File: config.mk
export PLATFORM = sky130hd
export DESIGN_NAME = spc_run_ctrl
export DESIGN_NICKNAME = d
export VERILOG_FILES = /design/src/spc_pkg.sv /design/src/spc_bot_if.sv /design/src/spc_run_ctrl.sv /design/src/spc_flow_qual.sv /design/src/spc_bottle_tx.sv
export SDC_FILE = /design/constraint.sdc
export NUM_CORES = 1
export LEC_CHECK = 0
export BUFFER_PORTS_ARGS = -buffer_cell sky130_fd_sc_hd__buf_4
export CAP_MARGIN = 20
export CORE_AREA = 2 2 77 79
export DETAILED_ROUTE_END_ITERATION = 10
export DIE_AREA = 0 0 79 81
export PLACE_DENSITY = 0.86
export SYNTH_ARGS = -nofsm -noshare
export SYNTH_HDL_FRONTEND = slang
export SYNTH_SLANG_ARGS = --single-unit
File: constraint.sdc
create_clock -name clk_sys -period 3.9 [get_ports clk_sys]
set_clock_uncertainty 0.05 [all_clocks]
set_input_delay 0.39 -clock clk_sys [delete_from_list [all_inputs] [get_ports clk_sys]]
set_output_delay 0.39 -clock clk_sys [all_outputs]
set_load 0.03 [all_outputs]
File: src/spc_pkg.sv
// package of constants and types for the sampler pacing control
package spc_pkg;
    // ****************************************
    // timing
    // ****************************************
    localparam longint CLK_HZ = 200_000_000;   // system clock rate
    localparam longint FLOW_MIN_MS = 25;       // least flow contact closure, ms
    // least closure in cycles, rounded up
    localparam longint FLOW_MIN_CYC_L = (FLOW_MIN_MS * CLK_HZ + 999) / 1000;
    localparam int FLOW_CNT_W = 23;            // holds the closure count
    localparam logic [FLOW_CNT_W-1:0] FLOW_MIN_CYC = FLOW_CNT_W'(FLOW_MIN_CYC_L);
    localparam int BOT_PULSE_CYC = 8;          // half period of one bottle pulse
    localparam int BOT_W = 4;                  // bottle index width
    localparam int FLOW_TOT_W = 16;            // flow pulse total width
    // ****************************************
    // reset values
    // ****************************************
    localparam logic [FLOW_TOT_W-1:0] FLOW_TOT_RST = 16'h0000;
    // ****************************************
    // run control states, one-hot
    // ****************************************
    typedef enum logic [3:0] {
        SPC_IDLE = 4'h1,   // not in the run state
        SPC_HOLD = 4'h2,   // run state, inhibited by level or partner
        SPC_RUN = 4'h4,    // executing the routine
        SPC_SPARE = 4'h8   // unused code, falls back to idle
    } spc_state_t;
endpackage

File: src/spc_bot_if.sv
// interface between run control and the bottle pulse transmitter
`timescale 1ns/1ps
interface spc_bot_if;
    logic start;                       // one-cycle request to send an index
    logic [spc_pkg::BOT_W-1:0] index;  // bottle index to send
    logic busy;                        // a pulse train is in progress
    logic line;                        // bottle pulse line level
    // transmitter side
    modport tx (input start, input index, output busy, output line);
    // controller side
    modport ctl (output start, output index, input busy, input line);
endinterface

File: src/spc_run_ctrl.sv
// run control of a sampler: flow pacing, level hold-off and paired operation
// ****************************************
// Functional notes
// - level not touching probe keeps sampling inhibited
// - latch mode keeps running after liquid recedes
// - follow mode halts when liquid leaves sensor
// - level hold-off obeyed only when enabled
// - both units need paired mode enabled
// - running master drives hold-off on shared line
// - slave stays dormant until master finishes
// - paired mode replaces bottle index with hold-off
// - paired mode line holds constant, no index
// - first unit started becomes the master
// - roles swap only while both in run
// ****************************************
`timescale 1ns/1ps
module spc_run_ctrl #(
    parameter logic [spc_pkg::FLOW_CNT_W-1:0] FLOW_MIN_CYCLES = spc_pkg::FLOW_MIN_CYC
) (
    // clock and reset
    input wire logic clk_sys,
    input wire logic rst_n,
    // connector pins
    input wire logic flow_pin,
    input wire logic holdoff_pin,
    output logic shared_out,
    output logic event_out,
    // configuration
    input wire logic level_respond,
    input wire logic level_latch,
    input wire logic pair_mode,
    // sampler engine
    input wire logic run_request,
    input wire logic routine_done,
    input wire logic event_req,
    input wire logic [spc_pkg::BOT_W-1:0] bottle_index,
    // status
    output logic sampling_on,
    output logic master_role,
    output logic dormant,
    output logic flow_pulse_out,
    output logic [spc_pkg::FLOW_TOT_W-1:0] flow_total,
    output spc_pkg::spc_state_t state_out
);
    import spc_pkg::*;

    // ****************************************
    // declarations
    // ****************************************
    spc_bot_if bot ();             // link to the bottle transmitter
    spc_state_t state;             // run control state
    spc_state_t next_state;        // next run control state
    logic flow_pulse;              // one qualified flow closure
    logic holdoff_s;               // synchronised hold-off input
    logic level_block;             // level says do not sample
    logic partner_block;           // partner master says stay dormant
    logic next_master;             // next master role

    // ****************************************
    // input qualification
    // ****************************************
    spc_flow_qual u_qual (
        .clk_sys (clk_sys),
        .rst_n (rst_n),
        .min_cyc (FLOW_MIN_CYCLES),
        .flow_raw (flow_pin),
        .holdoff_raw (holdoff_pin),
        .flow_pulse (flow_pulse),
        .holdoff_s (holdoff_s)
    );

    // ****************************************
    // bottle index transmitter
    // ****************************************
    spc_bottle_tx u_tx (
        .clk_sys (clk_sys),
        .rst_n (rst_n),
        .bot (bot)
    );

    // index goes out only when the line is not lent to paired mode
    assign bot.start = event_req && !pair_mode;
    assign bot.index = bottle_index;

    // ****************************************
    // hold-off interpretation
    // ****************************************
    // outside paired mode the input is the level actuator alone, and then only when enabled
    assign level_block = !pair_mode && level_respond && holdoff_s;
    // in paired mode the input is the partner's hold-off
    assign partner_block = pair_mode && holdoff_s;

    // ****************************************
    // next state
    // ****************************************
    always_comb begin
        next_state = state;
        next_master = master_role;
        case (state)
            SPC_IDLE: begin
                if (run_request) begin
                    // partner already running: we become its slave
                    if (partner_block || level_block) begin
                        next_state = SPC_HOLD;
                        next_master = 1'b0;
                    end else begin
                        next_state = SPC_RUN;
                        next_master = pair_mode;
                    end
                end
            end
            SPC_HOLD: begin
                // partner released its hold-off while we are in run: swap
                if (!partner_block && !level_block) begin
                    next_state = SPC_RUN;
                    next_master = pair_mode;
                end
            end
            SPC_RUN: begin
                if (routine_done) begin
                    // finished master leaves the run state until restarted
                    next_state = SPC_IDLE;
                    next_master = 1'b0;
                end else if (level_block && !level_latch) begin
                    next_state = SPC_HOLD;
                end
                // in latch mode the receding level is ignored here
            end
            default: begin
                next_state = SPC_IDLE;
                next_master = 1'b0;
            end
        endcase
    end

    // ****************************************
    // state register
    // ****************************************
    always_ff @(posedge clk_sys or negedge rst_n) begin
        if (!rst_n) begin
            state <= SPC_IDLE;
        end else begin
            state <= next_state;
        end
    end

    // ****************************************
    // role register
    // ****************************************
    always_ff @(posedge clk_sys or negedge rst_n) begin
        if (!rst_n) begin
            master_role <= 1'b0;
        end else begin
            master_role <= next_master;
        end
    end

    // ****************************************
    // status outputs
    // ****************************************
    always_ff @(posedge clk_sys or negedge rst_n) begin
        if (!rst_n) begin
            sampling_on <= 1'b0;
            dormant <= 1'b0;
            state_out <= SPC_IDLE;
        end else begin
            sampling_on <= (next_state == SPC_RUN);
            dormant <= (next_state == SPC_HOLD) && pair_mode;
            state_out <= next_state;
        end
    end

    // ****************************************
    // shared line and event mark
    // ****************************************
    // paired mode: steady hold-off while running as master, else the pulse train
    always_ff @(posedge clk_sys or negedge rst_n) begin
        if (!rst_n) begin
            shared_out <= 1'b0;
            event_out <= 1'b0;
        end else begin
            if (pair_mode) begin
                shared_out <= (next_state == SPC_RUN);
            end else begin
                shared_out <= bot.line;
            end
            event_out <= event_req;
        end
    end

    // ****************************************
    // flow pulse count
    // ****************************************
    always_ff @(posedge clk_sys or negedge rst_n) begin
        if (!rst_n) begin
            flow_pulse_out <= 1'b0;
            flow_total <= FLOW_TOT_RST;
        end else begin
            flow_pulse_out <= flow_pulse;
            if (flow_pulse) begin
                flow_total <= flow_total + 1'b1;
            end
        end
    end
endmodule

File: src/spc_flow_qual.sv
// synchroniser for the flow closure and hold-off inputs, minimum-width qualifier for the flow closure only
`timescale 1ns/1ps
module spc_flow_qual (
    // clock and reset
    input wire logic clk_sys,
    input wire logic rst_n,
    // settings
    input wire logic [spc_pkg::FLOW_CNT_W-1:0] min_cyc,
    // raw pins
    input wire logic flow_raw,
    input wire logic holdoff_raw,
    // qualified results
    output logic flow_pulse,
    output logic holdoff_s
);
    import spc_pkg::*;
    logic [1:0] flow_sync;                 // two-stage flow synchroniser
    logic [1:0] hold_sync;                 // two-stage hold-off synchroniser
    logic [FLOW_CNT_W-1:0] width_cnt;      // cycles of the current closure

    // ****************************************
    // synchronisers
    // ****************************************
    // both pins pass two flip-flops before any logic reads them
    always_ff @(posedge clk_sys or negedge rst_n) begin
        if (!rst_n) begin
            flow_sync <= 2'h0;
            hold_sync <= 2'h0;
        end else begin
            flow_sync <= {flow_sync[0], flow_raw};
            hold_sync <= {hold_sync[0], holdoff_raw};
        end
    end
    assign holdoff_s = hold_sync[1];

    // ****************************************
    // closure width counter
    // ****************************************
    // counts while closed, saturates at the limit so it fires once
    always_ff @(posedge clk_sys or negedge rst_n) begin
        if (!rst_n) begin
            width_cnt <= '0;
            flow_pulse <= 1'b0;
        end else begin
            flow_pulse <= 1'b0;
            if (!flow_sync[1]) begin
                width_cnt <= '0;
            end else if (width_cnt < min_cyc) begin
                width_cnt <= width_cnt + 1'b1;
                // one pulse when the width is first reached
                flow_pulse <= (width_cnt + 1'b1 == min_cyc);
            end
        end
    end
endmodule

File: src/spc_bottle_tx.sv
// bottle index pulse train transmitter for the shared output line
`timescale 1ns/1ps
module spc_bottle_tx (
    // clock and reset
    input wire logic clk_sys,
    input wire logic rst_n,
    // controller side
    spc_bot_if.tx bot
);
    import spc_pkg::*;
    logic [BOT_W-1:0] left;      // pulses still to send
    logic [3:0] phase_cnt;       // cycles in the current half period
    logic tick;                  // end of a half period

    assign tick = (phase_cnt == 4'(BOT_PULSE_CYC - 1));

    // ****************************************
    // half period divider
    // ****************************************
    always_ff @(posedge clk_sys or negedge rst_n) begin
        if (!rst_n) begin
            phase_cnt <= 4'h0;
        end else if (!bot.busy || tick) begin
            phase_cnt <= 4'h0;
        end else begin
            phase_cnt <= phase_cnt + 4'h1;
        end
    end

    // ****************************************
    // pulse train, one high half and one low half per count
    // ****************************************
    always_ff @(posedge clk_sys or negedge rst_n) begin
        if (!rst_n) begin
            left <= '0;
            bot.busy <= 1'b0;
            bot.line <= 1'b0;
        end else if (!bot.busy) begin
            // index zero sends nothing
            if (bot.start && bot.index != '0) begin
                left <= bot.index;
                bot.busy <= 1'b1;
                bot.line <= 1'b1;
            end
        end else if (tick) begin
            if (bot.line) begin
                bot.line <= 1'b0;
                left <= left - 1'b1;
            end else if (left == '0) begin
                bot.busy <= 1'b0;
            end else begin
                bot.line <= 1'b1;
            end
        end
    end
endmodule

==> run metrics <==
crit-path max FO 13; largest net degree at the start of global routing 65; setup bufs post-CTS 0; TritonCTS clock tree done; Die Area about 6400 um2; PwrDens 345 nW/um2; global-route wire length before repair 11,200 um; register share of total power a little over 50%; initial DRC count 107; Netlist cell types 51; DR vias/cell about 5.7; Synth async-reset ratio 100%; CTS resizes 0; top-count cell post-synth dfrtp_1; synthesized flop and latch total 64; Net Switching roughly 300 uW; Synth top area share between 40% and 50%; first-pass detailed-route iteration total 4; Post-Layout Cell Count 454; TNS Setup 0 ps; Hold-fix buffers, CTS 0; CP startpoint kind flip-flop; Layout area overhead 16.1%; Net Sw Frac 22.0%; CTS Buf Count 9; clk slew on worst S/H paths 70 ps; RSZ-0062 raised after global routing no; Fillers between 400 and 500; Post-synth EDFFs 0; Root Driver clkbuf_8; most common flop cell mapped by yosys dfrtp_1; Hold Fails Final Rpt 0; H-Tree Depth 3; register area share after synthesis between 40% and 50%; leading post-synthesis cells by cell area dfrtp_1 (47%), xnor2_1 (8.9%), and2_1 (4.7%), nand2_1 (4.0%), nand3_1 (3.0%); later-pin clock latency in the skew report between 300 and 400 ps; share of cells above drive strength 1 about 18%; Post-route DRC 0; Die W roughly 79 um; ant diodes 0; CTS Sinks between 60 and 70; fin crit share about two thirds; Leakage around 1.8 nW; Max-slew headroom 48.5%; critical path's slowest cell nor4_4; via count about 2.6k; Placer Congestion between 0.8 and 0.9; CP max stage delay 620 ps; Post-Syn Area per Cell 9.94 um2; core region area about 5700 um2; Max Slew Vio Count 0; crit path cell chain ha_1 > nand4_2 > nor4_4 > nand3_1 > xnor2_1 > or4_4 > nor4_2; vias in the first global route 2,428; final setup fails 0; Layout Nets 393; Ys Warns 0; Worst EP required 4110 ps; IO Port Bufs 39; Worst Setup Path Type reg2reg; dpl ws around 1300 ps; Int Pwr roughly 1.0 mW; Synth area leader dfrtp_1; syn_nets about 360; GRT Util Overall between 20% and 30%; minimum clock period between 2000 and 3000 ps; cells after synthesis roughly 340; post-DP HPWL 4530 um; Die Y roughly 81 um; max frequency ~0.39 GHz; final WL 6530 um; clock network fraction of design power 43.9%; drt wl/cell between 10 and 15 um; PnR worst setup slack between 1000 and 1500 ps; power share of the combinational group 5.0%; crit path capture type flip-flop; Post-Syn Area 3350 um2; Initial Utilization 59.0%; Post-DRT Antenna Nets 0; commonest cells in the netlist dfrtp_1 (63), nand2_1 (36), xnor2_1 (34); num rows 28; Worst EP arrival around 2800 ps; Inst Count DP approximately 440; clock tree buffer depth 2; initial antenna violation count 0; Worst Tran Pin Value a little under 800 ps; Max IR drop VDD 230 uV; Hold Path Class in2async; outcome finished, final reports clean; Top-Level Pins 40; total grt overflow 0; MaxCap Viol Count 0
-- final timing paths --
path	endpoint	cells after the start	slack (ps)	startpoint
max in group asynchronous	u_qual.width_cnt[13]$_DFFE_PN0P_	1	3230	rst_n
min in group clk_sys	u_qual.hold_sync[0]$_DFF_PN0_	1	90	holdoff_pin
worst min-delay path	dormant$_DFF_PN0_	1	60	rst_n
worst max-delay path	u_qual.flow_pulse$_DFF_PN0_	7	1310	u_qual.width_cnt[0]$_DFFE_PN0P_
worst min register to register	u_qual.flow_sync[1]$_DFF_PN0_	0	300	u_qual.flow_sync[0]$_DFF_PN0_
worst max register to register	u_qual.flow_pulse$_DFF_PN0_	7	1310	u_qual.width_cnt[0]$_DFFE_PN0P_
-- final cells by class --
type | instances | area (um2) | area share, %
clock buffers | 13 | 169 | 4.35
clock inverters | 3 | 40.0 | 1.03
inverters | 8 | 30.0 | 0.773
multi-input cells | 251 | 1650 | 42.5
flip-flops and latches | 64 | 1600 | 41.2
well taps | 75 | 93.8 | 2.41
repair buffers | 40 | 300 | 7.73
-- per-layer routing --
layer	wire length (um)	vias up	global-route usage (%)	share of wire (%)
met5	0	-	0	0
met4	150	0	11.6	2.3
met3	292	17	4.44	4.5
met2	3210	64	38.5	49
met1	2880	1243	27.6	44
li1	-	1249	-	-
-- placed cells by master (no fill, tap or decap), drive strengths merged, types with 2 or more instances in the layout --
master  instances
o21ai          10
and4b           2
nand3b          2
nor2           22
nand4          15
nand3          21
and2           25
inv             7
and3            7
o22ai           4
ha              5
nor3b           2
nor2b           3
a31oi           5
o211ai          2
xnor2          34
nand2b          5
buf            40
nor3            8
clkinv          3
mux2            3
dfrtp          63
mux2i           2
nand2          36
a21oi          10
clkbuf         13
nor4            5
xor2            8
-- cells by family (layout without fill, tap and decap cells) --
group | count (synthesis) | after routing | share of synthesized area [%]
xor gates and xnor gates | 42 | 42 | 11.0
buffers and inverters | 22 | 64 | 2.84
other | 1 | 1 | 0.112
adders and majority gates | 5 | 5 | 1.87
DFF | 64 | 64 | 47.9
and+or+nand+nor | 156 | 156 | 26.5
muxes | 5 | 5 | 1.61
AOI/OAI and AO/OA | 42 | 42 | 8.22
-- through the flow --
stage | area (um2) | power (mW) | hold WS (ps) | utilization, %
2_1_floorplan | 3350 | 0.726 | 44.4 | -
3_3_place_gp | 3680 | 0.763 | 286 | 64.8
3_5_place_dp | 3680 | 0.765 | 290 | 64.8
4_1_cts | 3890 | 1.35 | 88.7 | 68.5
5_1_grt | 3890 | 1.38 | 86.0 | 68.5
6_report | 3890 | 1.34 | 64.0 | 68.5
-- state kept, by name, indices dropped and copies added (netlist names), 2 cells and up --
signal	count
flow_total	16
state_out	4
u_qual.flow_sync	2
u_qual.hold_sync	2
u_qual.width_cnt	23
u_tx.left	4
u_tx.phase_cnt	4
-- power by group through the flow --
stage                     registers, mW  clock network, mW  logic (mW)
final                             0.685              0.588      0.0672
after global routing              0.686              0.623      0.0748
after CTS                         0.685              0.596      0.0683
after detailed placement          0.698                  0      0.0677
after global placement            0.697                  0      0.0662
after floorplan                   0.704                  0      0.0221
-- worst max-delay path: cells and delay by family (launching register included) --
| kind | cells | cell delay (ps) |
|---|---|---|
| simple gates | 5 | 1590 |
| flops | 1 | 450 |
| fa+ha+maj | 1 | 260 |
| xor+xnor | 1 | 150 |
No activity file was read; power rests on OpenSTA's default activity.
